**src/hdl/change_irq_regs.vh**
```
// register offsets, field positions and reset values of the change interrupt block
`ifndef CHANGE_IRQ_REGS_VH
`define CHANGE_IRQ_REGS_VH
`define ADDR_BOARD_IDENTITY     8'h00
`define ADDR_CLEAR_STROBE       8'h01
`define ADDR_CHANGE_STATUS      8'h02
`define ADDR_INTERRUPT_ENABLE   8'h03
`define ADDR_RISE_WATCH_BASE    8'h42
`define ADDR_FALL_WATCH_BASE    8'h43
`define ADDR_ROUTE_BASE         8'h49
`define PORT_STRIDE             8'h10
`define NUM_PORTS               12
`define CLR_WDOG_IRQ            6
`define CLR_WDOG_KICK           5
`define CLR_WDOG_EXPIRY         4
`define CLR_EDGE                3
`define CLR_OVERRUN             2
`define ST_WDOG                 5
`define ST_FALL                 4
`define ST_RISE                 3
`define ST_MASTER               2
`define ST_OVERRUN              1
`define ST_EDGE                 0
`define EN_WDOG                 5
`define EN_FALL                 4
`define EN_RISE                 3
`define EN_GLOBAL               2
`define EN_OVERRUN              1
`define EN_EDGE                 0
`define EN_WRITE_MASK           8'h3F
`define RESET_BYTE              8'h00
`define BOARD_ID_DEFAULT        8'h5A
`endif
```
**src/hdl/change_detect_interrupt_ctrl.v**
```verilog
// change-detect and watchdog interrupt controller with register port
//
// Contract
// - read-only identity byte at offset zero
// - clear register is write strobe only
// - clear bit 6 drops watchdog interrupt
// - clear bit 5 restarts watchdog count
// - clear bit 4 ends expiry state
// - clear bit 3 resets edge status, detectors
// - overflow clears only with bits 2,3
// - status bit 5 shows watchdog expiry event
// - status bit 4 shows falling edge seen
// - status bit 3 shows rising edge seen
// - status bit 2 shows interrupt asserted
// - status bit 1 flags edge during interrupt
// - status bit 0 shows edge detected
// - enable bit 5 gates watchdog interrupt
// - enable bit 4 gates falling interrupt
// - enable bit 3 gates rising interrupt
// - enable bits 1,0 gate overflow, edge
// - enable bit 2 gates every interrupt
// - per-port route enable at 0x49+0x10*N
// - routing only first output port, plus line 0 of second on star variant
// - per-port registers for ports 0 to 11
// - rising edge counts when rise watch set
// - falling edge counts when fall watch set
`include "change_irq_regs.vh"
`default_nettype none

module change_detect_interrupt_ctrl
#(
   parameter [7:0] BOARD_ID = `BOARD_ID_DEFAULT, // arbitrary value
   parameter       STAR_VARIANT = 1'b0
)
(
   input  wire        clk_in,
   input  wire        nrst_in,
   input  wire [7:0]  addr_in,
   input  wire [7:0]  wdata_in,
   input  wire        wr_in,
   input  wire        rd_in,
   output reg  [7:0]  rdata_out,
   input  wire [95:0] lines_in,
   input  wire [11:0] port_output_in,
   input  wire        watchdog_expired_in,
   output wire        watchdog_kick_out,
   output wire        watchdog_expiry_clear_out,
   output wire [95:0] route_lines_out,
   output wire        irq_out
);

   // -----------------------------------------------------------
   // address decode helpers
   // -----------------------------------------------------------
   function is_port_reg;
      input [7:0] a;
      input [7:0] base;
      reg   [7:0] d;
      begin
         d = a - base;
         is_port_reg = (a >= base) && (d[3:0] == 4'h0)
                       && (d[7:4] < 4'hC);
      end
   endfunction

   function [3:0] port_of;
      input [7:0] a;
      input [7:0] base;
      reg   [7:0] d;
      begin
         d = a - base;
         port_of = d[7:4];
      end
   endfunction

   // -----------------------------------------------------------
   // storage
   // -----------------------------------------------------------
   reg [7:0]  int_enable_r;
   reg [95:0] rise_watch_r;
   reg [95:0] fall_watch_r;
   reg [95:0] route_en_r;
   reg [95:0] sync1_r;
   reg [95:0] sync2_r;
   reg [95:0] prev_r;
   reg        prev_valid_r;
   reg        wdog_sync1_r;
   reg        wdog_sync2_r;
   reg        wdog_prev_r;
   reg        edge_flag_r;
   reg        rise_flag_r;
   reg        fall_flag_r;
   reg        overrun_flag_r;
   reg        wdog_flag_r;

   wire       wr_clear = wr_in && (addr_in == `ADDR_CLEAR_STROBE);
   // the strobe stores nothing; zero-written bits, bits 7, 1, 0 and bit 2 without bit 3 are ignored
   wire       clr_edge = wr_clear && wdata_in[`CLR_EDGE];
   wire       clr_over = clr_edge && wdata_in[`CLR_OVERRUN];
   wire       clr_wdog = wr_clear && wdata_in[`CLR_WDOG_IRQ];

   assign watchdog_kick_out = wr_clear && wdata_in[`CLR_WDOG_KICK];
   assign watchdog_expiry_clear_out =
      wr_clear && wdata_in[`CLR_WDOG_EXPIRY];

   // -----------------------------------------------------------
   // edge detection
   // -----------------------------------------------------------
   wire [95:0] rise_hit = sync2_r & ~prev_r & rise_watch_r;
   wire [95:0] fall_hit = ~sync2_r & prev_r & fall_watch_r;
   wire        rise_any = prev_valid_r && (|rise_hit);
   wire        fall_any = prev_valid_r && (|fall_hit);
   wire        edge_any = rise_any || fall_any;
   wire        wdog_ev  = wdog_sync2_r && !wdog_prev_r;

   // irq follows the qualified flags; global gate on top
   wire irq_any =
      (edge_flag_r    && int_enable_r[`EN_EDGE])    ||
      (overrun_flag_r && int_enable_r[`EN_OVERRUN]) ||
      (rise_flag_r    && int_enable_r[`EN_RISE])    ||
      (fall_flag_r    && int_enable_r[`EN_FALL])    ||
      (wdog_flag_r    && int_enable_r[`EN_WDOG]);
   assign irq_out = int_enable_r[`EN_GLOBAL] && irq_any;

   always @(posedge clk_in or negedge nrst_in)
   begin
      if (!nrst_in)
      begin
         sync1_r      <= 96'h0;
         sync2_r      <= 96'h0;
         prev_r       <= 96'h0;
         prev_valid_r <= 1'b0;
         wdog_sync1_r <= 1'b0;
         wdog_sync2_r <= 1'b0;
         wdog_prev_r  <= 1'b0;
      end
      else
      begin
         sync1_r      <= lines_in;
         sync2_r      <= sync1_r;
         prev_r       <= sync2_r;
         prev_valid_r <= 1'b1;
         wdog_sync1_r <= watchdog_expired_in;
         wdog_sync2_r <= wdog_sync1_r;
         wdog_prev_r  <= wdog_sync2_r;
      end
   end

   // -----------------------------------------------------------
   // sticky flags; a new event wins over a clear in the same cycle
   // -----------------------------------------------------------
   always @(posedge clk_in or negedge nrst_in)
   begin
      if (!nrst_in)
      begin
         edge_flag_r    <= 1'b0;
         rise_flag_r    <= 1'b0;
         fall_flag_r    <= 1'b0;
         overrun_flag_r <= 1'b0;
         wdog_flag_r    <= 1'b0;
      end
      else
      begin
         // the edge clear also empties the rise and fall detectors
         edge_flag_r <= edge_any || (edge_flag_r && !clr_edge);
         rise_flag_r <= rise_any || (rise_flag_r && !clr_edge);
         fall_flag_r <= fall_any || (fall_flag_r && !clr_edge);
         overrun_flag_r <= (edge_any && irq_out)
                           || (overrun_flag_r && !clr_over);
         wdog_flag_r <= wdog_ev || (wdog_flag_r && !clr_wdog);
      end
   end

   // -----------------------------------------------------------
   // register writes
   // -----------------------------------------------------------
   integer p;
   always @(posedge clk_in or negedge nrst_in)
   begin
      if (!nrst_in)
      begin
         int_enable_r <= `RESET_BYTE;
         rise_watch_r <= 96'h0;
         fall_watch_r <= 96'h0;
         route_en_r   <= 96'h0;
      end
      else if (wr_in)
      begin
         if (addr_in == `ADDR_INTERRUPT_ENABLE)
            int_enable_r <= wdata_in & `EN_WRITE_MASK;
         for (p = 0; p < `NUM_PORTS; p = p + 1)
         begin
            if (is_port_reg(addr_in, `ADDR_RISE_WATCH_BASE)
                && port_of(addr_in, `ADDR_RISE_WATCH_BASE) == p)
               rise_watch_r[p*8 +: 8] <= wdata_in;
            if (is_port_reg(addr_in, `ADDR_FALL_WATCH_BASE)
                && port_of(addr_in, `ADDR_FALL_WATCH_BASE) == p)
               fall_watch_r[p*8 +: 8] <= wdata_in;
            if (is_port_reg(addr_in, `ADDR_ROUTE_BASE)
                && port_of(addr_in, `ADDR_ROUTE_BASE) == p)
               route_en_r[p*8 +: 8] <= wdata_in;
         end
      end
   end

   // -----------------------------------------------------------
   // trigger routing: first output port, plus line 0 of the second
   // on the star-trigger variant
   // -----------------------------------------------------------
   reg [95:0] route_mask;
   reg [1:0]  seen;
   integer    q;
   always @*
   begin
      route_mask = 96'h0;
      seen = 2'd0;
      for (q = 0; q < `NUM_PORTS; q = q + 1)
      begin
         if (port_output_in[q])
         begin
            if (seen == 2'd0)
               route_mask[q*8 +: 8] = 8'hFF;
            else if (seen == 2'd1 && STAR_VARIANT)
               route_mask[q*8] = 1'b1;
            if (seen != 2'd2)
               seen = seen + 2'd1;
         end
      end
   end
   // port direction is static configuration, not a line sample
   assign route_lines_out = route_en_r & route_mask;

   // -----------------------------------------------------------
   // read data, one cycle after the strobe; unmapped reads zero
   // -----------------------------------------------------------
   reg [7:0] rd_mux;
   integer   r;
   always @*
   begin
      rd_mux = 8'h00;
      case (addr_in)
         `ADDR_BOARD_IDENTITY:   rd_mux = BOARD_ID;
         `ADDR_CHANGE_STATUS:
            rd_mux = {2'b00, wdog_flag_r, fall_flag_r, rise_flag_r,
                      irq_out, overrun_flag_r, edge_flag_r};
         `ADDR_INTERRUPT_ENABLE: rd_mux = int_enable_r;
         default:
         begin
            for (r = 0; r < `NUM_PORTS; r = r + 1)
            begin
               if (is_port_reg(addr_in, `ADDR_RISE_WATCH_BASE)
                   && port_of(addr_in, `ADDR_RISE_WATCH_BASE) == r)
                  rd_mux = rise_watch_r[r*8 +: 8];
               if (is_port_reg(addr_in, `ADDR_FALL_WATCH_BASE)
                   && port_of(addr_in, `ADDR_FALL_WATCH_BASE) == r)
                  rd_mux = fall_watch_r[r*8 +: 8];
               if (is_port_reg(addr_in, `ADDR_ROUTE_BASE)
                   && port_of(addr_in, `ADDR_ROUTE_BASE) == r)
                  rd_mux = route_en_r[r*8 +: 8];
            end
         end
      endcase
   end

   always @(posedge clk_in or negedge nrst_in)
   begin
      if (!nrst_in)
         rdata_out <= 8'h00;
      else if (rd_in)
         rdata_out <= rd_mux;
      else
         rdata_out <= 8'h00;
   end

endmodule // change_detect_interrupt_ctrl
`default_nettype wire

```
**config.mk**
```make
export PLATFORM = sky130hd
export DESIGN_NAME = change_detect_interrupt_ctrl
export DESIGN_NICKNAME = d
export VERILOG_FILES = /design/src/hdl/change_detect_interrupt_ctrl.v
export VERILOG_INCLUDE_DIRS = /design/src /design/src/hdl
export SDC_FILE = /design/constraint.sdc
export NUM_CORES = 1
export LEC_CHECK = 0
export BUFFER_PORTS_ARGS = -buffer_cell sky130_fd_sc_hd__buf_2
export CAP_MARGIN = 20
export CORE_MARGIN = 8
export CORE_UTILIZATION = 60
export DETAILED_ROUTE_END_ITERATION = 10
export GPL_TIMING_DRIVEN = 0
export MAX_ROUTING_LAYER = met4
export PLACE_DENSITY = 0.81
export SLEW_MARGIN = 20
export SYNTH_ARGS = -nofsm -noshare
export SYNTH_HDL_FRONTEND = slang
export SYNTH_SLANG_ARGS = --single-unit
export TNS_END_PERCENT = 30
```
**constraint.sdc**
```tcl
create_clock -name clk_in -period 14.2 [get_ports clk_in]
set_input_delay 3.55 -clock clk_in [delete_from_list [all_inputs] [get_ports clk_in]]
set_output_delay 3.55 -clock clk_in [all_outputs]
set_load 0.01 [all_outputs]
```
==> impl_summary.md, run 1 <==
Final layout
The fraction of layout cells with a size suffix above 1 is between 20% and 30%. Fill cells in the final layout number about 2800. The area growth from synthesis to layout is 15.9%. Registers take 0.0150 mm2. The final instance area is just under 0.03 mm2.

The layout net count is 2385. In the final layout, the multi-input gates occupy ~0.0095 mm2.

Yosys
After synthesis the netlist holds a flip-flop and latch count of about 600. After technology mapping, the gate count stands at a little under 2000. The synthesized design contains 0 enable-type register cells. The commonest cells after synthesis are sky130_fd_sc_hd__dfrtp_1, sky130_fd_sc_hd__mux2_2, sky130_fd_sc_hd__nand2_1. The area of the mapped netlist is 0.0249 mm2. The share of synthesized flip-flops with an asynchronous set or reset is 100%. After synthesis, the largest area contributor takes up 60.3% of total cell area. The number of different library cells in the post-synthesis netlist is 87. The most numerous cell in the Yosys netlist is sky130_fd_sc_hd__dfrtp_1.

The post-synthesis sequential area ratio is 60.3%. For this run, the leading register cell type out of synthesis is sky130_fd_sc_hd__dfrtp_1. After synthesis, the cell types taking the most area are sky130_fd_sc_hd__dfrtp_1, sky130_fd_sc_hd__mux2_2, sky130_fd_sc_hd__nand2_1, sky130_fd_sc_hd__nand3b_1, sky130_fd_sc_hd__and3_1. A synthesized cell averages 12.7 um2. sky130_fd_sc_hd__dfrtp_1 takes more of the synthesized area than any other cell. The net count of the mapped netlist is 2094. The number of warnings reported in the yosys synthesis log is 0.

CTS
The number of clock buffers inserted by TritonCTS is 55. Post-CTS repair changed the size of 0 cells. In this run the post-CTS setup repair buffer count came out at 0. The total clock sinks is 599. The maximum level of the CTS H-tree is 2. Clock latency on the worst-skew pair, taken at its later pin, is 640 ps. The post-cts hold buffer count is 0. The number of buffers on the longest clock path is 3.

In this run the clock root is driven by a sky130_fd_sc_hd__clkbuf_16. The clock-pin slew on the worst setup and hold paths is 70 ps. TritonCTS built the clock tree.

Critical path
The arrival time of the worst setup path is between 10000 and 15000 ps. The endpoint identified for the worst register-to-register timing path is overrun_flag_r. In this run the critical register-to-register path is launched from sync2_r[67]. The nature of the critical path endpoint is an output port.

The slack of the worst reg-to-reg path is 10350 ps. The worst setup path is of the primary input to output port kind. The critical path launch point type is a primary input. The number of cell instances on the worst register-to-register path is 8.

The peak fanout along the critical path is 10. The required time at the worst-slack endpoint is 10650 ps.

Status
The flow ran to the end, and the final reports show no timing, DRC or antenna violations.

Timing
The actual transition at the worst max-transition pin is 1260 ps. The total count of hold-check failures in the final report is 0. The routed design could run at a clock period as short as approximately 14000 ps. The final critical path takes up a little over nine tenths of the cycle. The highest clock rate is roughly 74 MHz.

Setup repair after global routing left no endpoint under its margin. The tightest hold margin is 341 ps. Setup violations remaining at the end of the flow were counted as 0. Measured against its own limit, the worst slew margin works out to ~16%. The max-slew violation total from the final report is 0. The worst clock skew on the final layout is between 15 and 20 ps.

Min path
The worst hold path terminates at sync2_r[56]. The worst hold path begins at sync1_r[56]. The cell depth of the worst hold path is 0. The path class of the tightest hold or removal check is flip-flop to flip-flop.

Power
The maximum vdd ir drop is 0.126 mV. In this run the static leakage power is 13.9 nW. The power per standard cell area is roughly 130 mW/mm2.

Detailed routing
After detailed routing, the number of vias per cell comes to 7.04. The detail route stage leaves a number of antenna-violating nets equal to 0. The number of detailed-routing iterations run before antenna repair is 6.

The average routed wire per standard cell is around 36 um. The total DRC errors in the routed layout is 0. Detailed routing inserted a total of ~20000 vias.

The total wirelength of the detailed-routed design is about 100000 um. The number of violations reported at the end of detailed-routing iteration 0 is 3250.

Placement
The routability congestion estimate is 1.10. In this run the tool buffered the top-level ports with around 220 buffer cells. The HPWL after detailed placement is 76200 um. The cell area after placement is 0.0269 mm2.

Run
The number of maximum-capacitance constraint violations is 0.

Global route
The global-route wire length before repair is 141000 um. The total overflow left after global routing is 0. Entering global routing, the biggest net connects 109 pins. The via count of the first global-routing pass is 19300.

The initial antenna violation count came to 7. For this run, the total global-route usage over all layers was measured as ~43%.

Floorplanning
The die covers around 0.048 mm2. Once the floorplan was initialized, standard cells occupied 60.9% of the core. In this run the core area contains 74 standard-cell rows. The chip width is 220 um.

The die is 220 um tall. The count of boundary I/O pins is 236. The total area inside the core boundary comes to 0.0408 mm2.
-- worst max-delay path, stage by stage --
cell and delay [ps]:
sky130_fd_sc_hd__buf_2 290, sky130_fd_sc_hd__inv_1 170, sky130_fd_sc_hd__ha_1 230, sky130_fd_sc_hd__nand2_1 80
sky130_fd_sc_hd__o21ai_0 260, sky130_fd_sc_hd__ha_1 440, sky130_fd_sc_hd__nand2b_1 210, sky130_fd_sc_hd__o21ai_0 100
sky130_fd_sc_hd__ha_1 410, sky130_fd_sc_hd__nand2_1 120, sky130_fd_sc_hd__and2_1 180, sky130_fd_sc_hd__ha_1 260
sky130_fd_sc_hd__nor2_1 180, sky130_fd_sc_hd__a21o_1 110, sky130_fd_sc_hd__ha_1 360, sky130_fd_sc_hd__a21oi_1 140
sky130_fd_sc_hd__ha_1 320, sky130_fd_sc_hd__o22ai_1 250, sky130_fd_sc_hd__ha_1 360, sky130_fd_sc_hd__nand2_1 90
sky130_fd_sc_hd__o21a_1 150, sky130_fd_sc_hd__ha_1 310, sky130_fd_sc_hd__nand2_1 50, sky130_fd_sc_hd__o21a_1 120
sky130_fd_sc_hd__ha_1 280, sky130_fd_sc_hd__o32ai_1 620, sky130_fd_sc_hd__and2_1 230, sky130_fd_sc_hd__buf_2 130
-- power breakdown --
group,internal [mW],switching [mW]
clock network,0.867,0.671
registers,1.80,0.104
logic,0.109,0.195
total,2.77,0.970
-- per-layer routing --
| layer | global-route usage, % | wire [um] | part of all wire, % |
|---|---|---|---|
| met5 | - | 0 | 0 |
| met4 | 29.8 | 9250 | 9.2 |
| met3 | 14.0 | 13600 | 13 |
| met2 | 59.7 | 42200 | 42 |
| met1 | 52.4 | 35800 | 35 |
-- metrics by stage --
step | utilization (%) | setup slack (ps) | cells | setup TNS, ps | total power [mW]
final | 70.6 | 631 | 2827 | 0 | 3.74
after floorplan | - | 2260 | 1951 | 0 | 2.02
after global placement | 65.3 | -2000 | 2707 | -1140810 | 2.19
after detailed placement | 65.9 | 744 | 2717 | 0 | 2.21
after global routing | 70.6 | 174 | 2826 | 0 | 3.83
after CTS | 70.5 | 741 | 2820 | 0 | 3.73
-- worst max-delay path by stage --
stage / startpoint / to / slack (ps)
after floorplan: port_output_in[0] / route_lines_out[88] / 2260
after global placement: nrst_in / route_en_r[42] / -2000
after detailed placement: port_output_in[0] / route_lines_out[91] / 740
after CTS: port_output_in[0] / route_lines_out[91] / 740
after global routing: port_output_in[0] / route_lines_out[89] / 170
final: port_output_in[0] / route_lines_out[91] / 630
-- cells in the final DEF, fill, tap and decap left out, types with 23 or more instances in the layout --
cell type,n
sky130_fd_sc_hd__clkbuf_16,55
sky130_fd_sc_hd__and3_1,79
sky130_fd_sc_hd__nor2_1,39
sky130_fd_sc_hd__nand4_1,28
sky130_fd_sc_hd__dfrtp_1,599
sky130_fd_sc_hd__nand3b_1,81
sky130_fd_sc_hd__a22oi_1,41
sky130_fd_sc_hd__mux2_2,298
sky130_fd_sc_hd__clkbuf_1,67
sky130_fd_sc_hd__nand2_1,188
sky130_fd_sc_hd__a21oi_1,24
sky130_fd_sc_hd__o21ai_0,27
sky130_fd_sc_hd__buf_2,239
sky130_fd_sc_hd__and2_1,36
sky130_fd_sc_hd__nand3_1,32
sky130_fd_sc_hd__o22ai_1,47
sky130_fd_sc_hd__inv_1,29
sky130_fd_sc_hd__a22o_1,23
-- sequential cells by signal, indices dropped and copies added (netlist names) --
register        count
rdata_out           8
overrun_flag_r      1
wdog_sync2_r        1
prev_valid_r        1
rise_flag_r         1
prev_r             96
rise_watch_r       96
wdog_prev_r         1
fall_flag_r         1
wdog_flag_r         1
fall_watch_r       96
route_en_r         96
wdog_sync1_r        1
edge_flag_r         1
sync2_r            96
int_enable_r        6
sync1_r            96
-- logic make-up (layout without fill, tap and decap cells) --
group	count (synthesis)	in the layout	share of synthesized area, %
DFF	599	599	60.3
and+or+nand+nor	593	593	13.2
AOI/OAI and AO/OA	320	320	9.98
muxes	302	302	13.7
buffers and inverters	114	451	1.88
adders and majority gates	14	14	0.704
xor gates and xnor gates	8	8	0.282
other	1	8	0.0151
-- layout make-up --
| cell class | count | area share, % |
|---|---|---|
| Antenna cell | 7 | 0.0608 |
| Buffer | 84 | 1.23 |
| Clock buffer | 75 | 5.42 |
| Clock inverter | 28 | 1.13 |
| Inverter | 30 | 0.391 |
| Multi-Input combinational cell | 1238 | 32.8 |
| Sequential cell | 599 | 52.0 |
| Tap cell | 532 | 2.31 |
| Timing Repair Buffer | 234 | 4.64 |
Note: power is estimated with default switching activity, not from simulation.
==> run 2, diff against run 1 <==
--- a/config.mk
+++ b/config.mk
@@ -6,6 +6,7 @@
 export SDC_FILE = /design/constraint.sdc
 export NUM_CORES = 1
 export LEC_CHECK = 0
+export ABC_AREA = 1
 export BUFFER_PORTS_ARGS = -buffer_cell sky130_fd_sc_hd__buf_2
 export CAP_MARGIN = 20
 export CORE_MARGIN = 8
==> run 2 against run 1 <==
Synthesized area decreased by 2.2%; die area decreased by 2.0%; core utilization increased by 0.86 points; non-clock buffer count decreased by 4; first-iteration DRC count decreased by 19%; count of clock-buffer cells in the layout decreased by 2; clock power increased by 12%; highest routed layer unchanged.
==> impl_summary.md, run 2 <==
Detailed routing
The total DRC errors in the routed layout is 0 (unchanged). The average routed wire per standard cell is 22.9 um (was 35.7 um). The per-cell via count in the routed design is 5.85 (was 7.04). The number of detailed-routing iterations run before antenna repair is 9 (was 6). The total wirelength of the detailed-routed design is 81600 um (was 101000 um). The number of violations reported at the end of detailed-routing iteration 0 came to 2618 (was 3250).

The remaining antenna violation count after routing is 0 (unchanged). The total number of vias is 20900 (was 19900).

Floorplanning
The total core area is 0.0399 mm2 (was 0.0408 mm2). The count of boundary I/O pins is 236 (unchanged). The number of rows created at floorplan was 73 (was 74). The chip width came to 217 um (was 220 um).

The total die area is 0.0472 mm2 (was 0.0482 mm2). The height of the die was 217 um (was 220 um). The starting density of the core came to 60.9% (about the same).

Timing
The time the worst path needs with I/O delays and setup is 13770 ps (was 13570 ps). The worst slew margin relative to its limit is 16.5% (was 16.0%). The summed negative setup slack over all endpoints is 0 ps (unchanged). The final worst slack is 431 ps (was 631 ps). The total count of hold-check failures in the final report is 0 (unchanged). Unrepaired setup endpoints after global routing: no (unchanged). The highest clock rate is 72.6 MHz (was 73.7 MHz).

The tightest hold margin is 344 ps (was 341 ps). The actual transition at the worst max-transition pin is 1250 ps (was 1260 ps). The final clock period utilization by the worst path is 97.0% (was 95.6%). The number of failing setup endpoints in the final timing report is 0 (unchanged). The max-slew violation total from the final report is 0 (unchanged).

The worst clock skew on the final layout came to 19.6 ps (was 18.0 ps).

Power
The internal power summed over all cells was 2.93 mW (was 2.77 mW). The sequential cell fraction of total power came to 47.9% (was 50.8%). The total power draw is 3.91 mW (was 3.74 mW).

The switching power of the nets is 0.983 mW (was 0.970 mW). The power per standard cell area is 137 mW/mm2 (was 130 mW/mm2). The share of power burned in combinational logic is 7.8% (was 8.1%). The switching part of the total is 25.1% (was 25.9%).

The static leakage is 13.3 nW (was 13.9 nW). The relative contribution of the clock network to total power is 44.3% (was 41.1%). The maximum vdd ir drop is 0.146 mV (was 0.126 mV).

Min path
The class of the tightest hold or removal check is flip-flop to flip-flop (unchanged).

Yosys
The proportion of netlist area held by the largest area contributor is 61.6% (was 60.3%). The dominant cell type by area after synthesis is sky130_fd_sc_hd__dfrtp_1 (unchanged). The post-synthesis sequential area ratio was 61.6% (was 60.3%). The net count of the mapped netlist is 2837 (was 2094). The number of enable flip-flop cells after synthesis came to 0 (unchanged). The total of flip-flops plus latches after synthesis is 599 (unchanged). The number of different library cells in the post-synthesis netlist is 51 (was 87). The share of synthesized flip-flops with an asynchronous set or reset is 100% (unchanged).

Top cells by area in the synthesized netlist: sky130_fd_sc_hd__dfrtp_1, sky130_fd_sc_hd__nand2_1, sky130_fd_sc_hd__o21ai_0, sky130_fd_sc_hd__inv_1, sky130_fd_sc_hd__nor2_1 (was sky130_fd_sc_hd__dfrtp_1, sky130_fd_sc_hd__mux2_2, sky130_fd_sc_hd__nand2_1, sky130_fd_sc_hd__nand3b_1, sky130_fd_sc_hd__and3_1). The area of the mapped netlist was 0.0243 mm2 (was 0.0249 mm2). The commonest register cell after synthesis is sky130_fd_sc_hd__dfrtp_1 (unchanged). The number of warnings reported in the yosys synthesis log came to 0 (unchanged).

The most numerous cell in the Yosys netlist is sky130_fd_sc_hd__nand2_1 (was sky130_fd_sc_hd__dfrtp_1). The synthesized instance count is 2694 (was 1951). The synthesized area divided by synthesized cell count is 9.03 um2 (was 12.7 um2).

Top cells by count, synth: sky130_fd_sc_hd__nand2_1, sky130_fd_sc_hd__dfrtp_1, sky130_fd_sc_hd__o21ai_0 (was sky130_fd_sc_hd__dfrtp_1, sky130_fd_sc_hd__mux2_2, sky130_fd_sc_hd__nand2_1).

Final layout
The most frequent standard cell in the layout excluding fill and tap cells was sky130_fd_sc_hd__nand2_1 (was sky130_fd_sc_hd__dfrtp_1). The fraction of layout cells with a size suffix above 1 came to 12.9% (was 29.7%). The final design utilization is 71.5% (was 70.6%). The layout net count is 3135 (was 2385). The synthesis-to-layout area growth is 17.3% (was 15.9%).

The fill cell total of the finished layout is 3009 (was 2828). Commonest cells after routing, fill and taps aside: sky130_fd_sc_hd__nand2_1, sky130_fd_sc_hd__dfrtp_1, sky130_fd_sc_hd__o21ai_0 (was sky130_fd_sc_hd__dfrtp_1, sky130_fd_sc_hd__mux2_2, sky130_fd_sc_hd__buf_2).

Critical path
The slowest cell on the critical path is sky130_fd_sc_hd__a21boi_2 (was sky130_fd_sc_hd__o32ai_1). The critical path launch point type is a primary input (unchanged). The most frequent cell on the critical path is sky130_fd_sc_hd__ha_1 (unchanged). The arrival time of the worst setup path is 10220 ps (was 10020 ps). The type of the worst setup path is primary input to output port (unchanged). The nature of the critical path endpoint is an output port (unchanged). The required time at the worst-slack endpoint is 10650 ps (about the same). The peak fanout along the critical path is 10 (unchanged). The delay of the slowest cell on the worst path was 320 ps (was 620 ps).

CTS
The clock-pin slew on the worst setup and hold paths is 60 ps (was 70 ps). The post-cts hold buffer count is 0 (unchanged). The maximum level of the CTS H-tree is 2 (unchanged). The number of buffers on the longest clock path came to 3 (unchanged).

The library cell used as clock root buffer is sky130_fd_sc_hd__clkbuf_16 (unchanged). The source-to-sink clock delay at the later pin of the worst-skew pair came to 640 ps (about the same). The CTS tree is done (unchanged). The total clock sinks is 599 (unchanged).

The number of clock buffers inserted by TritonCTS was 58 (was 55).

Global route
The pin count of the biggest net entering global routing is 108 (was 109). The via count of the first global-routing pass was 20800 (was 19300). The aggregate global-route resource usage is 35.6% (was 42.8%). The global-route wire length before repair is 123000 um (was 141000 um). The total congestion overflow came to 0 (unchanged). The initial antenna violation count is 9 (was 7).

Placement
The HPWL after detailed placement was 57600 um (was 76200 um). The minimum setup slack after placement is -273 ps (was 744 ps). The total of buffers placed on input and output ports was 232 (was 224). The routability congestion estimate is 0.975 (was 1.10).

Status
Run status: completed (unchanged).

Run
The number of maximum-capacitance constraint violations was 0 (unchanged).
==> run 2: cell types whose count changed after synthesis, sizes merged, moves of 55 or more <==
cell / previous run / this run
nor2: 40 / 291
and3: 79 / 0
nand3: 32 / 87
inv: 29 / 290
o21ai: 30 / 329
mux2: 298 / 0
nand2: 189 / 769
nand3b: 81 / 24
==> run 2: final timing paths <==
| path | start | endpoint | slack [ps] | cells after the start |
|---|---|---|---|---|
| setup / recovery | port_output_in[0] | route_lines_out[90] | 430 | 36 |
| hold / removal | sync1_r[14] | sync2_r[14] | 340 | 0 |
| setup reg to reg | fall_watch_r[6] | rdata_out[6] | 10660 | 21 |
| hold reg to reg | sync1_r[14] | sync2_r[14] | 340 | 0 |
| max in group asynchronous | nrst_in | sync1_r[76] | 9760 | 3 |
| min in group asynchronous | nrst_in | sync2_r[9] | 2970 | 1 |
==> run 2: logic make-up (layout without fill, tap and decap cells) <==
family / count (synthesis) / count (layout) / synth area share [%]
flops: 599 / 599 / 61.6
compound gates: 423 / 423 / 9.63
fa+ha+maj: 14 / 14 / 0.720
xor+xnor: 1 / 1 / 0.0360
other cells: 1 / 7 / 0.0154
buf+inv: 368 / 716 / 5.76
simple gates: 1288 / 1288 / 22.2
==> run 2: area by class of cell <==
| type | count | area, um2 | share of cell area, % |
|---|---|---|---|
| Inverter | 292 | 1100 | 3.84 |
| Tap cell | 525 | 657 | 2.30 |
| Timing Repair Buffer | 239 | 1330 | 4.67 |
| Sequential cell | 599 | 15000 | 52.6 |
| Antenna cell | 6 | 15.0 | 0.0526 |
| Multi-Input combinational cell | 1727 | 7970 | 27.9 |
| Clock inverter | 37 | 548 | 1.92 |
| Clock buffer | 73 | 1610 | 5.64 |
| Buffer | 75 | 307 | 1.07 |
==> run 2: timing repair <==
item / in CTS / in global routing
buffers inserted: 0 / 0
resized for setup: 1 / 6
endpoints found under the setup margin: 8 / 8
gates cloned: 0 / 0
pin swaps: 0 / 0
==> run 2: worst max-delay path: cells and delay by family <==
kind | cells | cell delay, ps
buffers and inverters | 9 | 1150
AOI/OAI and AO/OA | 10 | 2080
and+or+nand+nor | 8 | 1640
adders and majority gates | 9 | 1810
==> run 2: routing by layer <==
metal	vias up	share of wire (%)	global-route usage [%]
met5	-	0	-
met3	268	10	6.77
met4	0	5.3	18.0
li1	9300	-	-
met2	1254	46	54.5
met1	10100	38	45.4
==> run 2: per-stage QoR <==
step,std cells,instance area [um2]
6_report,3573,28500
5_1_grt,3569,28500
4_1_cts,3566,28500
3_5_place_dp,3457,26300
3_3_place_gp,3451,26100
2_1_floorplan,2694,24300
==> run 2: power groups by stage <==
stage          clock, mW  combinational (mW)  sequential, mW
2_1_floorplan          0               0.140            1.87
3_3_place_gp           0               0.277            1.90
3_5_place_dp           0               0.295            1.90
4_1_cts             1.74               0.300            1.87
5_1_grt             1.81               0.334            1.88
6_report            1.73               0.305            1.87
